### src/hdl/exit_unit_pkg.sv
// Constants for the processor error-exit unit.
// Assumes a 60-bit word machine with 18-bit program addresses.
package exit_unit_pkg;
   localparam int WORD_W = 60;
   localparam int ADDR_W = 18;
   localparam int OPC_W = 9;
   localparam int CODE_W = 6;
   localparam int STAT_W = 30;
   // Exchange package word holding the exit-mode bits
   localparam logic [3:0] EXIT_MODE_WORD = 4'h3;
   // Exit-mode bit positions inside that word
   localparam int EM_RANGE_BIT = 48;
   localparam int EM_INF_BIT = 49;
   localparam int EM_IND_BIT = 50;
   // Exit condition word field layout
   localparam int EC_LSB = 48;
   localparam int PADDR_LSB = 30;
   localparam int STAT_LSB = 0;
   // Exit codes (octal as printed)
   localparam logic [5:0] EC_ILLEGAL = 6'h00;
   localparam logic [5:0] EC_RANGE = 6'h01;
   localparam logic [5:0] EC_INF = 6'h02;
   localparam logic [5:0] EC_IND = 6'h04;
   localparam logic [5:0] EC_PROC_MALF = 6'h10;
   localparam logic [5:0] EC_HW_MALF = 6'h37;
   // Operation codes (octal as printed)
   localparam logic [8:0] OP_017 = 9'h00f;
   localparam logic [8:0] OP_011 = 9'h009;
   localparam logic [8:0] OP_012 = 9'h00a;
   localparam logic [8:0] OP_013 = 9'h00b;
   localparam logic [8:0] OP_014 = 9'h00c;
   localparam logic [8:0] OP_015 = 9'h00d;
   localparam logic [8:0] OP_464 = 9'h134;
   localparam logic [8:0] OP_467 = 9'h137;
   localparam logic [1:0] PARCEL_FIRST = 2'h0;
   localparam logic [1:0] PARCEL_LAST = 2'h3;
   typedef enum logic [1:0] {
      ACT_NONE = 2'b00,
      ACT_EXCHANGE = 2'b01,
      ACT_EXEC_STOP = 2'b10,
      ACT_EXEC_RETURN = 2'b11
   } exit_action_t;
endpackage

### src/hdl/illegal_decode.sv
// Combinational illegal-instruction classifier.
// Assumes opcode, parcel and length come from the decode stage.
`timescale 1ns/1ps
`default_nettype none
module illegal_decode
   import exit_unit_pkg::*;
(
   input wire logic [OPC_W-1:0] opcode,
   input wire logic [1:0] parcel,
   input wire logic longInstr,
   input wire logic badParam,
   input wire logic extendedMemoryEn,
   output logic illegal
);
   logic opc017, parcelCheck, extMemOp;
   always_comb begin
      opc017 = (opcode == OP_017);
      parcelCheck = ((opcode == OP_011) || (opcode == OP_012) || (opcode == OP_013) ||
         ((opcode >= OP_464) && (opcode <= OP_467))) && (parcel != PARCEL_FIRST);
      extMemOp = ((opcode == OP_011) || (opcode == OP_012) || (opcode == OP_014) ||
         (opcode == OP_015)) && !extendedMemoryEn;
      illegal = opc017 || parcelCheck || extMemOp || badParam ||
         (longInstr && (parcel == PARCEL_LAST));
   end
endmodule
`default_nettype wire

### src/hdl/cpu_error_exit_unit.sv
// Processor error-exit unit: classifies errors, gates by exit mode, forms exit word.
// Assumes one error report per cycle with qualifying valid strobes from the pipeline.
//
// Summary of operation
// - Illegal instruction or fetch/branch range error always interrupts.
// - Other errors, except hardware errors, interrupt only when their exit-mode bit is set.
// - Exit-mode bits are taken from exchange package word 3.
// - Bad opcode, bad parameter or word-spanning instruction is illegal.
// - Illegal in job mode exchanges to monitor; in monitor mode stops.
// - Opcode 017 is always illegal.
// - Opcodes 011,012,013,464-467 illegal unless at first parcel.
// - Opcodes 011,012,014,015 illegal when extended memory disabled.
// - Any 30-bit instruction starting at last parcel is illegal.
// - Exit condition is a 6-bit code in the reference word.
// - Codes: 00 illegal, 01 range, 02 inf, 04 ind, 20, 67.
// - Bit 48 range, 49 infinite, 50 indefinite exit enables.
// - Stored program address may already point past the fault.
// - Maintenance status occupies bits 0 through 29 of exit word.
// - Hardware errors jump to executive; job returns to monitor, monitor halts.
// - Monitor-mode illegal: not executed, store address and 00, stop.
// - Enabled increment-read range error: operand kept, address held, code 01.
// - Disabled increment-read range error: read suppressed, execution continues.
// - Enabled increment-write range error: write blocked, code 01, interrupt.
// - Disabled increment-write range error: write suppressed, execution continues.
// - Fetch or branch range error inhibits execution, stores code 01.
// - Job-mode exit other than hardware error stores word, exchanges to monitor, sets monitor flag.
// - Conditional error with clear exit bit is ignored in both modes.
`timescale 1ns/1ps
`default_nettype none
module cpu_error_exit_unit
   import exit_unit_pkg::*;
#(
   parameter int AW = ADDR_W
)
(
   input wire logic clk,
   input wire logic nrst,
   input wire logic xpkgWrite,
   input wire logic [3:0] xpkgWordIdx,
   input wire logic [WORD_W-1:0] xpkgWordData,
   input wire logic extendedMemoryEn,
   input wire logic monitorFlagIn,
   input wire logic instrValid,
   input wire logic [OPC_W-1:0] opcode,
   input wire logic [1:0] parcel,
   input wire logic longInstr,
   input wire logic badParam,
   input wire logic [AW-1:0] progAddr,
   input wire logic fetchRangeErr,
   input wire logic [AW-1:0] fetchAddr,
   input wire logic incReadRangeErr,
   input wire logic incWriteRangeErr,
   input wire logic [AW-1:0] incAddr,
   input wire logic fpInfinite,
   input wire logic fpIndefinite,
   input wire logic hwParityErr,
   input wire logic hwDoubleBitErr,
   input wire logic procMalfunction,
   input wire logic [STAT_W-1:0] maintStatus,
   output logic exitStore,
   output logic [WORD_W-1:0] exitWord,
   output logic [CODE_W-1:0] exitCode,
   output logic exchangeToMonitor,
   output logic setMonitorFlag,
   output logic execInterrupt,
   output logic cpuStop,
   output logic inhibitExec,
   output logic suppressRead,
   output logic suppressWrite,
   output logic holdOperand,
   output logic loadAddrReg,
   output logic [AW-1:0] addrRegValue,
   output logic [2:0] exitModeBits
);
   logic [2:0] exitMode_r, exitMode_nxt;
   logic exitStore_r, exitStore_nxt;
   logic [WORD_W-1:0] exitWord_r, exitWord_nxt;
   logic [CODE_W-1:0] exitCode_r, exitCode_nxt;
   logic exch_r, exch_nxt, setMf_r, setMf_nxt;
   logic execInt_r, execInt_nxt, stop_r, stop_nxt;
   logic inhibit_r, inhibit_nxt, supRd_r, supRd_nxt, supWr_r, supWr_nxt;
   logic hold_r, hold_nxt, loadA_r, loadA_nxt;
   logic [AW-1:0] aVal_r, aVal_nxt;
   logic illegal;
   logic emRange, emInf, emInd;
   logic take;
   exit_action_t action;
   logic [CODE_W-1:0] code;
   logic [AW-1:0] storeAddr;
   logic [WORD_W-1:0] word;

   illegal_decode decoder (
      .opcode(opcode),
      .parcel(parcel),
      .longInstr(longInstr),
      .badParam(badParam),
      .extendedMemoryEn(extendedMemoryEn),
      .illegal(illegal)
   );

   // Exit-mode capture from the exchange package
   always_comb begin
      exitMode_nxt = exitMode_r;
      if (xpkgWrite && (xpkgWordIdx == EXIT_MODE_WORD)) begin
         exitMode_nxt = {xpkgWordData[EM_IND_BIT], xpkgWordData[EM_INF_BIT],
            xpkgWordData[EM_RANGE_BIT]};
      end
   end

   always_ff @(posedge clk or negedge nrst) begin
      if (!nrst) begin
         exitMode_r <= 3'h0;
      end else begin
         exitMode_r <= exitMode_nxt;
      end
   end

   // Classification and priority
   always_comb begin
      emRange = exitMode_r[0];
      emInf = exitMode_r[1];
      emInd = exitMode_r[2];
      take = 1'b0;
      action = ACT_NONE;
      code = EC_ILLEGAL;
      storeAddr = progAddr;
      inhibit_nxt = 1'b0;
      supRd_nxt = 1'b0;
      supWr_nxt = 1'b0;
      hold_nxt = 1'b0;
      loadA_nxt = 1'b0;
      aVal_nxt = aVal_r;
      if (hwParityErr || hwDoubleBitErr) begin
         take = 1'b1;
         code = EC_PROC_MALF;
         action = monitorFlagIn ? ACT_EXEC_STOP : ACT_EXEC_RETURN;
      end else if (procMalfunction) begin
         take = 1'b1;
         code = EC_HW_MALF;
         action = monitorFlagIn ? ACT_EXEC_STOP : ACT_EXEC_RETURN;
      end else if (fetchRangeErr) begin
         take = 1'b1;
         code = EC_RANGE;
         storeAddr = fetchAddr;
         inhibit_nxt = 1'b1;
      end else if (instrValid && illegal) begin
         take = 1'b1;
         code = EC_ILLEGAL;
         inhibit_nxt = 1'b1;
      end else if (incReadRangeErr) begin
         supRd_nxt = 1'b1;
         hold_nxt = 1'b1;
         if (emRange) begin
            take = 1'b1;
            code = EC_RANGE;
            loadA_nxt = 1'b1;
            aVal_nxt = incAddr;
         end
      end else if (incWriteRangeErr) begin
         supWr_nxt = 1'b1;
         if (emRange) begin
            take = 1'b1;
            code = EC_RANGE;
            loadA_nxt = 1'b1;
            aVal_nxt = incAddr;
         end
      end else if (fpInfinite && emInf) begin
         take = 1'b1;
         code = EC_INF;
      end else if (fpIndefinite && emInd) begin
         take = 1'b1;
         code = EC_IND;
      end
      if (take && (action == ACT_NONE)) begin
         action = monitorFlagIn ? ACT_EXEC_STOP : ACT_EXCHANGE;
      end
      word = '0;
      word[EC_LSB +: CODE_W] = code;
      word[PADDR_LSB +: AW] = storeAddr;
      word[STAT_LSB +: STAT_W] = maintStatus;
      exitStore_nxt = take;
      exitWord_nxt = take ? word : exitWord_r;
      exitCode_nxt = take ? code : exitCode_r;
      exch_nxt = (action == ACT_EXCHANGE);
      setMf_nxt = (action == ACT_EXCHANGE) || (action == ACT_EXEC_RETURN);
      execInt_nxt = (action == ACT_EXEC_STOP) || (action == ACT_EXEC_RETURN);
      stop_nxt = stop_r || (action == ACT_EXEC_STOP);
      if (!take) begin
         stop_nxt = stop_r && !xpkgWrite;
      end
   end

   always_ff @(posedge clk or negedge nrst) begin
      if (!nrst) begin
         exitStore_r <= 1'b0;
         exitWord_r <= '0;
         exitCode_r <= '0;
         exch_r <= 1'b0;
         setMf_r <= 1'b0;
         execInt_r <= 1'b0;
         stop_r <= 1'b0;
         inhibit_r <= 1'b0;
         supRd_r <= 1'b0;
         supWr_r <= 1'b0;
         hold_r <= 1'b0;
         loadA_r <= 1'b0;
         aVal_r <= '0;
      end else begin
         exitStore_r <= exitStore_nxt;
         exitWord_r <= exitWord_nxt;
         exitCode_r <= exitCode_nxt;
         exch_r <= exch_nxt;
         setMf_r <= setMf_nxt;
         execInt_r <= execInt_nxt;
         stop_r <= stop_nxt;
         inhibit_r <= inhibit_nxt;
         supRd_r <= supRd_nxt;
         supWr_r <= supWr_nxt;
         hold_r <= hold_nxt;
         loadA_r <= loadA_nxt;
         aVal_r <= aVal_nxt;
      end
   end

   assign exitStore = exitStore_r;
   assign exitWord = exitWord_r;
   assign exitCode = exitCode_r;
   assign exchangeToMonitor = exch_r;
   assign setMonitorFlag = setMf_r;
   assign execInterrupt = execInt_r;
   assign cpuStop = stop_r;
   assign inhibitExec = inhibit_r;
   assign suppressRead = supRd_r;
   assign suppressWrite = supWr_r;
   assign holdOperand = hold_r;
   assign loadAddrReg = loadA_r;
   assign addrRegValue = aVal_r;
   assign exitModeBits = exitMode_r;
endmodule
`default_nettype wire

### config.mk
export PLATFORM = sky130hd
export DESIGN_NAME = cpu_error_exit_unit
export DESIGN_NICKNAME = d
export VERILOG_FILES = /design/src/hdl/exit_unit_pkg.sv /design/src/hdl/illegal_decode.sv /design/src/hdl/cpu_error_exit_unit.sv
export SDC_FILE = /design/constraint.sdc
export NUM_CORES = 1
export LEC_CHECK = 0
export ABC_CLOCK_PERIOD_IN_PS = 2300
export BUFFER_PORTS_ARGS = -buffer_cell sky130_fd_sc_hd__buf_4
export CORE_AREA = 2 2 107 109
export CTS_BUF_LIST = sky130_fd_sc_hd__clkbuf_4 sky130_fd_sc_hd__clkbuf_8
export DETAILED_ROUTE_END_ITERATION = 8
export DIE_AREA = 0 0 109 111
export PLACE_DENSITY = 0.75
export RECOVER_POWER = 100
export SYNTH_ARGS = -nofsm -noshare
export SYNTH_HDL_FRONTEND = slang
export SYNTH_SLANG_ARGS = --single-unit
### constraint.sdc
create_clock -name clk -period 2.3 [get_ports clk]
set_input_delay 0.46 -clock clk [delete_from_list [all_inputs] [get_ports clk]]
set_output_delay 0.46 -clock clk [all_outputs]
set_load 0.02 [all_outputs]
; ---- After elaboration in Yosys (flattened, before gate mapping)
; Cells that the tools add are included.
[totals]
register_bits = 90
inputBits = 175
output_inout_bits = 97
word_cells = 110
[classes]
magnitude_cmp = 2
eq_ne = 11
muxes = 51
n_bitwise = 4
n_reduce_logical = 29
[op_table]
columns = op, n
row1 = $mux 18, 6
row2 = $eq 9x4->1 const B, 6
row3 = $mux 6, 6
row4 = $mux 1, 33
row5 = $logic_or 1x1->1, 13
row6 = $logic_and 1x1->1, 10
row7 = $ge 9x9->1 const B, 1
row8 = $le 9x9->1 const B, 1
row9 = $mux 2, 4
row10 = $eq 2x2->1 const B, 3
row11 = $mux 3, 2
row12 = $reduce_and 5->1, 1
row13 = $eq 4x2->1 const B, 1
row14 = $not 1->1, 4
row15 = $reduce_bool 2->1, 2
row16 = $eq 2x1->1 const B, 1
row17 = $logic_not 1->1, 2
row18 = $logic_not 2->1, 1

; ---- Longest topological paths before layout
; Gate-level depths: netlist of the first run.
[logic_depth]
ltp_word = 19
mapped_depth = 8
mapped_depth_nobuf = 6

; ---- Modules after synthesis
; Synthesis of the first run repeated with hierarchy kept, for this count alone.
[unflattened]
hier_cells = 265
hier_area_um2 = 3676.0
[by_module_without_submodules]
columns = module, n_inst, cells_per_inst, area_each_um2, seq_area_each_um2
row1 = cpu_error_exit_unit, 1, 253, 3577.2, 2077.0
row2 = illegal_decode, 1, 12, 98.8, 0.0

; ---- Worst setup path after synthesis of the first run
; Ideal clock, no wire load.
[synth_timing]
path_kind = in2reg
start = input opcode[3]
end = register aVal_r[10], in the netlist addrRegValue[10]
setup_time_ns = 0.125
arrival_time_ns = 1.907
required_ns = 2.175
slack_ns = 0.268
cell_stages = 6
n_path_buf = 1
cell_sequence = and4b_1 > a31oi_1 > or4b_4 > nand3_4 > buf_8 > mux2_4
[synth_between]
elab_chain_cells = 12
word_cells_on_any_way = 23
classes_between = 2 x order compare / 6 x eq/ne / 1 x bitwise / 14 x reduce/logical
[synth_lines]
columns = item, line
row1 = "start, declared", cpu_error_exit_unit.sv:44  ; input wire logic [OPC_W-1:0] opcode,
row2 = branches (longest 6 deep; another with $ge 9x9->1), n/a
row3 = $logic_or 1x1->1 (*) (3 in a row), illegal_decode.sv:22  ; illegal = opc017 || parcelCheck || extMemOp || badParam ||
row4 = $logic_and 1x1->1 (*), cpu_error_exit_unit.sv:146  ; end else if (instrValid && illegal) begin
row5 = $not 1->1 (no line) (*), n/a
row6 = $reduce_and 5->1 (no line) (*), n/a
row7 = "end signal, assigned", cpu_error_exit_unit.sv:221  ; aVal_r <= aVal_nxt;
row8 = "end, declared", cpu_error_exit_unit.sv:83  ; logic [AW-1:0] aVal_r, aVal_nxt;
; Mark *: on every way between the ends.
; A chain may end at the register's enable or synchronous reset.

; ---- Worst setup path in the final report of the first run
[layout_timing]
start = input opcode[8]
end = register aVal_r[1], in the netlist addrRegValue[1]
; Same word-level chain as after synthesis.

==> results of run 1 <==
==> worst register-to-register path: cells and delay by family, from the launching register on <==
kind	cells	cell delay (ps)
AOI/OAI and AO/OA	1	190
and+or+nand+nor	3	540
DFF	1	390
muxes	1	350
buffers and inverters	2	340
==> final cells by class <==
cell class / count / area (um2) / share of cell area [%]
inverter: 2 / 7.51 / 0.145
clock buffer: 10 / 138 / 2.65
clock inverter: 6 / 71.3 / 1.37
sequential: 83 / 2080 / 40.0
timing repair buffer: 219 / 1340 / 25.9
tap: 143 / 179 / 3.45
multi-input combinational: 166 / 1370 / 26.5
==> power by group through the flow <==
stage	Sequential [mW]	Combinational [mW]	Clock [mW]
2_1_floorplan	1.89	0.270	0
3_3_place_gp	1.71	0.915	0
3_5_place_dp	1.72	0.934	0
4_1_cts	1.69	0.934	1.12
5_1_grt	1.70	0.796	1.19
6_report	1.68	0.733	1.08
==> cell usage after synthesis (all sizes together) <==
cell type	instances
dfrtp	83
mux2	51
buf	24
a21oi	21
nor3	21
mux2i	18
nor2	11
and2	5
a221o	3
nor4b	3
o21ai	3
a21o	2
and4b	2
clkbuf	2
inv	2
nand2b	2
nand4	2
or3	2
a22o	1
a31o	1
a31oi	1
and3	1
and4	1
conb	1
nand3	1
nor2b	1
o311ai	1
or2	1
or2b	1
or3b	1
or4b	1
==> placed cells by master (no fill, tap or decap), types with 4 or more instances in the layout <==
master	n
conb_1	8
nor2_1	10
buf_4	120
a21oi_1	20
mux2_4	5
clkbuf_1	92
mux2i_1	18
mux2_2	13
nor3_1	21
mux2_1	33
dfrtp_1	83
buf_12	4
clkbuf_8	10
==> registers in the layout, summed over array words and instances, names as in the netlist <==
name and count:
exitCode 5, suppressWrite 1, exitModeBits 3, exitStore 1
loadAddrReg 1, exitWord 48, inhibitExec 1, cpuStop 1
exchangeToMonitor 1, setMonitorFlag 1, execInterrupt 1, addrRegValue 18
holdOperand 1
==> metal layers <==
metal | part of all wire [%] | up-vias | routed length, um | track usage, %
met5 | 0 | - | 0 | 0
met4 | 1.2 | 0 | 111 | 4.87
met3 | 7.6 | 9 | 708 | 3.64
met2 | 51 | 126 | 4780 | 26.5
met1 | 40 | 1353 | 3680 | 19.1
li1 | - | 1371 | - | -
==> cell families (layout without fill, tap and decap cells) <==
kind of cell	count (synthesis)	count (layout)	share of synthesized area, %
flops	83	83	54.9
buf+inv	28	237	5.49
other cells	1	8	0.0991
simple gates	56	56	9.42
compound gates	33	33	6.41
mux	69	69	23.7
==> worst paths after layout <==
kind,from,end,depth (start not counted)
worst min register to register,exitWord[24],exitWord[24],1
worst max-delay path,opcode[8],addrRegValue[1],7
worst min-delay path,nrst,addrRegValue[11],1
min in group clk,monitorFlagIn,setMonitorFlag,2
worst max register to register,exitModeBits[1],exitWord[3],7
max in group asynchronous,nrst,exitWord[26],2
==> per-stage QoR <==
step / setup TNS, ps / setup WS, ps / cells / hold WS, ps
after floorplan: 0 / 268 / 277 / 164
after global placement: 0 / 23.0 / 613 / 461
after detailed placement: -17.3 / -12.5 / 613 / 466
after CTS: 0 / 381 / 629 / 67.2
after global routing: 0 / 174 / 629 / 268
final: 0 / 300 / 629 / 252
==> key figures, run 1 <==
Clock network
  – CTS root buffer: clkbuf_8
  – Worst-skew pair later-pin latency: approximately 350 ps
  – CTS tree: yes
  – CTS max path bufs: 2
  – CTS Buf Count: 9
  – H-tree depth: 3
  – Post-cts repair resize count: 0
  – Post-CTS Setup Inserts: 0
  – Reg clk slew, reported paths: 100 ps
  – # hold bufs at CTS: 0
  – Sink Count: 83

Floorplan
  – Die ar.: 0.0121 mm2
  – CORE AREA: 0.0111 mm2
  – Die Y: ~110 um
  – Starting density of the core: about a third
  – Die W: ~110 um
  – Io pins: 272
  – Row cnt: 39

Worst setup path
  – Setup crit start kind: input pin
  – Critical path buffer and inverter count: 2
  – Crit path kind: in -> reg
  – CP max stage delay: 590 ps
  – Worst reg2reg setup slack: 370 ps
  – Slowest CP cell: or4b_1
  – Worst Path Arrival: roughly 2200 ps
  – Setup crit end kind: flip-flop
  – Crit path top cell by count: clkbuf_1
  – CP max FO: 3
  – Crit-path cells: clkbuf_1 > nor4b_2 > a31oi_1 > or4b_1 > nand3_4 > clkbuf_1 > mux2_2
  – Worst EP required: roughly 2500 ps
  – Top Family by Delay on Critical Path: simple AND/OR/NAND/NOR gates

Pwr
  – Sequential Power Share: between 40% and 50%
  – Total power: 3.50 mW
  – Int Power: 2.46 mW
  – Switching Fraction: 29.7%
  – Worst VDD drop: 0.000306 V
  – Comb pwr share: 21.0%
  – Switch Pwr: 1.04 mW
  – Pwr Density: roughly 670 mW/mm2
  – Clock share of power: 30.9%
  – Lkg Pwr: 2.37 nW

Routing
  – Starting DRT DRC Count: 100
  – DRC Markers: 0
  – Via density per instance: 4.55
  – Antenna Violating Nets Remaining: 0
  – Avg WL per Cell: 14.8 um
  – TritonRoute pass-1 iters: 4
  – Drt total wl: approximately 9300 um
  – Via count: 2,859

Synth
  – Yosys top cell area share: 54.9%
  – Synth Cell Area: roughly 0.0038 mm2
  – Cell variety after synth: 39
  – Ys Warns: 0
  – Seq cells post-synth: 83
  – Post-Synthesis Cells: 270
  – Synth area leader: dfrtp_1
  – Main area contributors after synthesis: dfrtp_1 55%, mux2_4 15%, mux2i_1 4.8%
  – Register area share after synthesis: 54.9%
  – Mean Syn Cell Area: 14.0 um2

STA
  – Normalized max-slew margin: 33.8%
  – Fin. Hold Viols: 0
  – Period utilization: between 80 and 90%
  – Worst Clk Skew: 13.9 ps
  – Max Clk Rate: between 400 and 500 MHz
  – RSZ-0062 raised after global routing: false
  – Final slew viol count: 0
  – Tmin final: 2000 ps
  – Final setup vio count: 0
  – Actual slew at the worst max-slew pin: 993 ps

Cells and area
  – Final Util: 46.9%
  – N_diodes: 0
  – Fraction of layout instances using a drive strength above 1: 34.4%
  – FILL cells: roughly 1,100
  – Final instance area: 0.00519 mm2
  – Area growth from synthesis to layout: 37.1%
  – Net count reported at finish: between 600 and 700

Placement
  – Final HPWL DP: between 7000 and 8000 um
  – Post-Place Cell Area: 0.00549 mm2
  – IO buf count: about 210
  – Routability cong.: approximately 0.8

GRT
  – Largest net degree at the start of global routing: 47
  – Via count of the first global-routing pass: 2,968
  – Total grt overflow: 0
  – Total track usage: 15.5%
  – Initial antenna violation count: 0
  – Global-route wire length before repair: 14,600 um

Status
  – Outcome: complete, no violations

Hold path
  – Hold crit path type: in -> async

Job
  – Max cap viols: 0
Note: power is estimated with default switching activity, not from simulation.
==> run 2: changes to the inputs <==
--- a/config.mk
+++ b/config.mk
@@ -8,10 +8,9 @@
 export ABC_CLOCK_PERIOD_IN_PS = 2300
 export BUFFER_PORTS_ARGS = -buffer_cell sky130_fd_sc_hd__buf_4
 export CORE_AREA = 2 2 107 109
-export CTS_BUF_LIST = sky130_fd_sc_hd__clkbuf_4 sky130_fd_sc_hd__clkbuf_8
 export DETAILED_ROUTE_END_ITERATION = 8
 export DIE_AREA = 0 0 109 111
-export PLACE_DENSITY = 0.75
+export PLACE_DENSITY_LB_ADDON = 0.08
 export RECOVER_POWER = 100
 export SYNTH_ARGS = -nofsm -noshare
 export SYNTH_HDL_FRONTEND = slang
==> key figures, run 2 (synthesis results as in run 1) <==
Pwr
  – Lkg Pwr: 2.44 nW (+2.8%)
  – Worst VDD drop: 0.000343 V (+12%)
  – Pwr Density: 773 mW/mm2 (+15%)
  – Total power: 4.14 mW (+18%)

Cells and area
  – Area growth from synthesis to layout: 41.6%
  – Fin cells: 630 (+0.16%)
  – Commonest non-fill, non-tap cell in the layout: buf_4
  – Largest register FFs: 48 (unchanged)
  – Net count reported at finish: 657 (+0.15%)
  – Most frequent cells in the layout: 119 x buf_4, 93 x clkbuf_1, 83 x dfrtp_1
  – N_diodes: 0 (unchanged)
  – Final instance area: 0.00536 mm2 (+3.3%)
  – Fraction of layout instances using a drive strength above 1: 33.5% (-0.89 points)

GRT
  – Total grt overflow: 0 (unchanged)
  – Total track usage: 15.9% (+0.38 points)
  – Global-route wire length before repair: 14,800 um (+1.4%)
  – GRT met1 Usage: 20.3% (+1.2 points)
  – Via count of the first global-routing pass: 2,903 (-2.2%)
  – GR peak layer: met2
  – Largest net degree at the start of global routing: 61 (+30%)
  – Initial antenna violation count: 0 (unchanged)
  – Met2 usage in global routing: 25.3% (-1.2 points)
  – Met3 usage: 5.06% (+1.4 points)

STA
  – RSZ-0062 raised after global routing: false
  – Final setup vio count: 0 (unchanged)
  – Fin. Hold Viols: 0 (unchanged)
  – Final slew viol count: 0 (unchanged)
  – Normalized max-slew margin: 7.98% (-26 points)
  – Period utilization: 90.2% (+3.2 points)
  – Max Clk Rate: 482 MHz (-3.6%)
  – Actual slew at the worst max-slew pin: 1380 ps (+387 ps)
  – Worst Clk Skew: 6.94 ps (-6.96 ps)
  – Tmin final: 2070 ps (+73.8 ps)
  – TNS Setup: 0 ps (unchanged)

Routing
  – Drt total wl: 9240 um (-0.41%)
  – Via count: 2,864 (+0.17%)
  – Avg WL per Cell: 14.7 um (-0.57%)
  – TritonRoute pass-1 iters: 4 (unchanged)
  – Antenna Violating Nets Remaining: 0 (unchanged)
  – Via density per instance: 4.55 (about the same)
  – DRC Markers: 0 (unchanged)
  – Starting DRT DRC Count: 84 (-16%)

Worst setup path
  – Worst EP required: 2510 ps (-30 ps)
  – Crit-path cells: clkbuf_1 > nor4b_1 > a31oi_1 > or4b_1 > nand3_4 > buf_12 > mux2_2
  – Setup crit start kind: input pin
  – Top Family by Delay on Critical Path: simple AND/OR/NAND/NOR gates
  – Crit path kind: in -> reg
  – Worst Path Arrival: 2280 ps (+40 ps)
  – Slowest CP cell: or4b_1
  – CP max stage delay: 610 ps (+20 ps)
  – Critical path buffer and inverter count: 2 (unchanged)
  – CP max FO: 17 (+14)
  – Setup crit end kind: flip-flop

Job
  – Max cap viols: 0 (unchanged)

Floorplan
  – Io pins: 272 (unchanged)
  – Starting density of the core: 34.2% (unchanged)
  – Row cnt: 39 (unchanged)
  – Die ar.: 0.0121 mm2 (unchanged)
  – Die Y: 111 um (unchanged)
  – Die W: 109 um (unchanged)
  – CORE AREA: 0.0111 mm2 (unchanged)

Clock network
  – H-tree depth: 3 (unchanged)
  – Sink Count: 83 (unchanged)
  – Worst-skew pair later-pin latency: 330 ps (-20 ps)
  – CTS root buffer: clkbuf_16
  – CTS max path bufs: 2 (unchanged)
  – Post-CTS Setup Inserts: 0 (unchanged)
  – CTS tree: yes
  – Post-cts repair resize count: 0 (unchanged)
  – CTS Buf Count: 9 (unchanged)
  – Reg clk slew, reported paths: 60 ps (-40 ps)
  – # hold bufs at CTS: 0 (unchanged)

Hold path
  – Hold crit path type: in -> reg

Placement
  – Routability cong.: 0.782 (-0.89%)
  – Post-Place Cell Area: 0.00553 mm2 (+0.59%)
  – IO buf count: 206 (unchanged)
  – Placed cells: 614 (+0.16%)
  – Final HPWL DP: 7160 um (-2.4%)

Status
  – Outcome: complete, no violations
==> run 2: per-layer routing <==
metal	up-vias	routed length, um
met1	1353	3960
met3	8	784
met5	-	0
met4	0	90
li1	1379	-
met2	124	4410
==> run 2: final timing paths <==
check	to	cells past startpoint	start	slack, ps
hold reg to reg	exitWord[4]	1	exitWord[4]	480
setup reg to reg	exitWord[18]	7	exitModeBits[1]	460
max in group asynchronous	addrRegValue[1]	2	nrst	890
hold / removal	setMonitorFlag	2	monitorFlagIn	320
min in group asynchronous	addrRegValue[5]	1	nrst	430
setup / recovery	addrRegValue[11]	7	opcode[8]	230
==> run 2: final cells by class <==
cell class	instances	area, um2
Clock buffer	9	225
Clock inverter	7	140
Fill cell	1136	5720
Inverter	2	7.51
Multi-Input combinational cell	166	1350
Sequential cell	83	2080
Tap cell	143	179
Timing Repair Buffer	220	1380
==> run 2: stage by stage <==
| stage | hold WS (ps) | utilization (%) | setup slack, ps |
|---|---|---|---|
| floorplan | 164 | - | 268 |
| global route | 311 | 48.4 | 136 |
| finish | 320 | 48.4 | 226 |
| CTS | 26.4 | 53.2 | 343 |
| detailed placement | 385 | 49.9 | -9.03 |
| global placement | 383 | 49.9 | 31.0 |
==> run 2: power by group <==
| part | total, mW | leakage (nW) | internal (mW) | switching [mW] |
|---|---|---|---|---|
| combinational | 0.735 | 1.26 | 0.313 | 0.422 |
| clock | 1.72 | 0.172 | 1.17 | 0.557 |
| sequential | 1.68 | 1.01 | 1.61 | 0.0768 |
| total | 4.14 | 2.44 | 3.09 | 1.06 |
==> run 3: changes to the inputs <==
--- a/config.mk
+++ b/config.mk
@@ -5,13 +5,14 @@
 export SDC_FILE = /design/constraint.sdc
 export NUM_CORES = 1
 export LEC_CHECK = 0
-export ABC_CLOCK_PERIOD_IN_PS = 2300
+export ABC_CLOCK_PERIOD_IN_PS = 2400
 export BUFFER_PORTS_ARGS = -buffer_cell sky130_fd_sc_hd__buf_4
-export CORE_AREA = 2 2 107 109
+export CORE_AREA = 2 2 105 107
 export DETAILED_ROUTE_END_ITERATION = 8
-export DIE_AREA = 0 0 109 111
+export DIE_AREA = 0 0 107 109
 export PLACE_DENSITY_LB_ADDON = 0.08
 export RECOVER_POWER = 100
 export SYNTH_ARGS = -nofsm -noshare
 export SYNTH_HDL_FRONTEND = slang
+export SYNTH_HIERARCHICAL = 1
 export SYNTH_SLANG_ARGS = --single-unit
==> constraint.sdc (replaced) <==
create_clock -name clk -period 2.4 [get_ports clk]
set_input_delay 0.48 -clock clk [delete_from_list [all_inputs] [get_ports clk]]
set_output_delay 0.48 -clock clk [all_outputs]
set_load 0.02 [all_outputs]
==> key figures, run 3 <==
Status
  – Outcome: complete, no violations

Floorplan
  – Starting density of the core: 34.7% (+0.50 points)
  – Die Y: 109 um (-1.8%)
  – Row cnt: 38 (-2.6%)
  – Die ar.: 0.0117 mm2 (-3.6%)
  – Die W: 107 um (-1.8%)
  – Io pins: 272 (unchanged)
  – CORE AREA: 0.0106 mm2 (-4.3%)

GRT
  – Total grt overflow: 0 (unchanged)
  – Global-route wire length before repair: 15,200 um (+2.6%)
  – Initial antenna violation count: 0 (unchanged)
  – Via count of the first global-routing pass: 2,979 (+2.6%)
  – Total track usage: 16.7% (+0.81 points)
  – Largest net degree at the start of global routing: 49 (-20%)

Worst setup path
  – Top Family by Delay on Critical Path: compound AO/OA/AOI/OAI gates
  – Worst EP required: 2640 ps (+130 ps)
  – Critical path buffer and inverter count: 3 (+1)
  – CP max FO: 6 (-11)
  – Reg2reg start: exitModeBits[2]
  – Worst reg2reg setup slack: 400 ps (-60 ps)
  – Worst Path Arrival: 2400 ps (+120 ps)
  – Worst Setup EP: exitWord[29]
  – Critical path depth: 10 (+3)
  – CP max stage delay: 330 ps (-280 ps)
  – Slowest CP cell: mux2_1
  – Crit path kind: in -> reg
  – R2R Path End: exitWord[14]
  – Critical Path Start: opcode[2]
  – Setup crit start kind: input pin
  – Setup crit end kind: flip-flop
  – Crit-path cells: clkbuf_1 > o21a_1 > o32ai_1 > a2bb2oi_1 > a21oi_2 > nand2_1 > nor2_1 > inv_4 > clkbuf_2 > mux2_1
  – Register-to-Register Path Depth: 6 (-1)

Routing
  – DRC Markers: 0 (unchanged)
  – TritonRoute pass-1 iters: 4 (unchanged)
  – Starting DRT DRC Count: 103 (+23%)
  – Drt total wl: 9470 um (+2.4%)
  – Antenna Violating Nets Remaining: 0 (unchanged)
  – Avg WL per Cell: 15.2 um (+3.7%)
  – Via count: 2,871 (+0.24%)
  – Via density per instance: 4.62 (+1.5%)

STA
  – Final WS setup: 239 ps (+13.4 ps)
  – Tmin final: 2160 ps
  – Actual slew at the worst max-slew pin: 938 ps (-442 ps)
  – Max Clk Rate: 463 MHz
  – RSZ-0062 raised after global routing: false
  – Fin. Hold Viols: 0 (unchanged)
  – Worst Clk Skew: 11.3 ps (+4.34 ps)
  – TNS Setup: 0 ps (unchanged)
  – Final slew viol count: 0 (unchanged)
  – Worst hold slack: 243 ps (-77.5 ps)
  – Final setup vio count: 0 (unchanged)
  – Period utilization: roughly 90%
  – Normalized max-slew margin: 37.5% (+29 points)

Synth
  – Synth Flop Type: dfrtp_1
  – Mean Syn Cell Area: 13.9 um2 (-1.0%)
  – Asr flop ratio synth: 100% (unchanged)
  – Synth area leader: dfrtp_1
  – Post-Synthesis Cells: 265 (-1.9%)
  – Synth Cell Area: 0.00368 mm2 (-2.9%)
  – Seq cells post-synth: 83 (unchanged)
  – Main area contributors after synthesis: dfrtp_1 57%, mux2_4 12%, mux2i_1 4.9%
  – Yosys top cell area share: 56.5% (+1.6 points)
  – Commonest cells in the synthesized netlist: 83 x dfrtp_1, 30 x mux2_4, 19 x a21oi_1, 19 x nor3_1, 18 x mux2i_1
  – Ys Warns: 6 (+6)
  – Cell variety after synth: 40 (+2.6%)
  – Most frequent cell after synthesis: dfrtp_1
  – Number of synthesized flops with an enable pin: 0 (unchanged)
  – Register area share after synthesis: 56.5% (+1.6 points)

Placement
  – Final HPWL DP: 7190 um (+0.42%)
  – Post-Place Cell Area: 0.00538 mm2 (-2.6%)
  – IO buf count: 206 (unchanged)
  – Pre-CTS WS: -28.2 ps (-19.2 ps)
  – Routability cong.: 0.745 (-4.7%)

Pwr
  – Worst VDD drop: 0.000308 V (-10%)
  – Pwr Density: 654 mW/mm2 (-15%)
  – Switch Pwr: 1.07 mW (+1.6%)
  – Total power: 3.32 mW (-20%)
  – Sequential Power Share: 49.0% (+8.4 points)
  – Int Power: 2.25 mW (-27%)
  – Comb pwr share: 22.6% (+4.9 points)
  – Lkg Pwr: 2.28 nW (-6.4%)
  – Clock share of power: 28.4% (-13 points)
  – Switching Fraction: 32.3% (+6.8 points)

Clock network
  – Reg clk slew, reported paths: 90 ps (+30 ps)
  – CTS tree: yes
  – CTS Buf Count: 9 (unchanged)
  – H-tree depth: 3 (unchanged)
  – # hold bufs at CTS: 0 (unchanged)
  – Post-CTS Setup Inserts: 0 (unchanged)
  – Worst-skew pair later-pin latency: 350 ps (+20 ps)
  – CTS max path bufs: 2 (unchanged)
  – CTS root buffer: clkbuf_8
  – Sink Count: 83 (unchanged)
  – Post-cts repair resize count: 0 (unchanged)

Job
  – Max cap viols: 0 (unchanged)

Cells and area
  – Most frequent cells in the layout: 117 x buf_4, 95 x clkbuf_1, 83 x dfrtp_1
  – Final instance area: 0.00507 mm2 (-5.3%)
  – N_diodes: 0 (unchanged)
  – Area growth from synthesis to layout: 38.1%
  – Net count reported at finish: 652 (-0.76%)
  – Largest register FFs: 48 (unchanged)
  – Commonest non-fill, non-tap cell in the layout: buf_4
  – Fraction of layout instances using a drive strength above 1: 33.8% (+0.35 points)
  – FILL cells: 1,106 (-2.6%)

Hold path
  – Hold crit path type: in -> async
## run 3: area by class of cell
type	count	area [um2]	area share, %
inverter	2	10.0	0.197
clock buffer	9	124	2.44
timing repair buffer	220	1340	26.4
tap	140	175	3.45
multi-input combinational	161	1290	25.4
sequential	83	2080	40.9
clock inverter	7	62.6	1.23
## run 3: routing by layer
metal	up-vias	global-route usage, %	routed length [um]
li1	1361	-	-
met1	1377	20.9	3940
met2	123	28.5	4770
met3	10	4.24	634
met4	0	5.10	127
met5	-	0	0
## run 3: worst min path at each step
stage / from / slack (ps) / depth (start not counted) / endpoint
2_1_floorplan: nrst / 180 / 0 / addrRegValue[0]
4_1_cts: nrst / 80 / 1 / exitStore
6_report: nrst / 240 / 1 / exitStore
5_1_grt: monitorFlagIn / 280 / 2 / exchangeToMonitor
3_3_place_gp: nrst / 470 / 1 / exitStore
3_5_place_dp: nrst / 480 / 1 / exitStore
## run 3: cell families (layout without fill, tap and decap cells)
group / count (synthesis) / in the layout / synth area share (%)
AO/OA/AOI/OAI: 39 / 39 / 7.05
buffers and inverters: 28 / 238 / 5.58
flip-flops: 83 / 83 / 56.5
multiplexers: 70 / 70 / 23.9
other: 1 / 8 / 0.102
AND/OR/NAND/NOR: 44 / 44 / 6.88
## run 3: worst reg2reg max path, cell delays in order (launching register included)
cell and delay [ps]:
dfrtp_1 420, a22o_1 220, mux2_4 380, nor2_1 250, inv_4 110, buf_12 170, mux2_1 330
## run 3: power groups by stage
| stage | sequential, mW | clock, mW | combinational (mW) |
|---|---|---|---|
| 6_report | 1.62 | 0.943 | 0.750 |
| 5_1_grt | 1.65 | 1.05 | 0.816 |
| 4_1_cts | 1.63 | 0.990 | 0.931 |
| 3_5_place_dp | 1.66 | 0 | 0.930 |
| 3_3_place_gp | 1.65 | 0 | 0.922 |
| 2_1_floorplan | 1.83 | 0 | 0.268 |
## run 3: metrics by stage
stage,utilization (%),std cells
global route,47.9,622
floorplan,-,272
detailed placement,50.8,606
global placement,50.8,606
finish,47.9,622
CTS,52.5,622
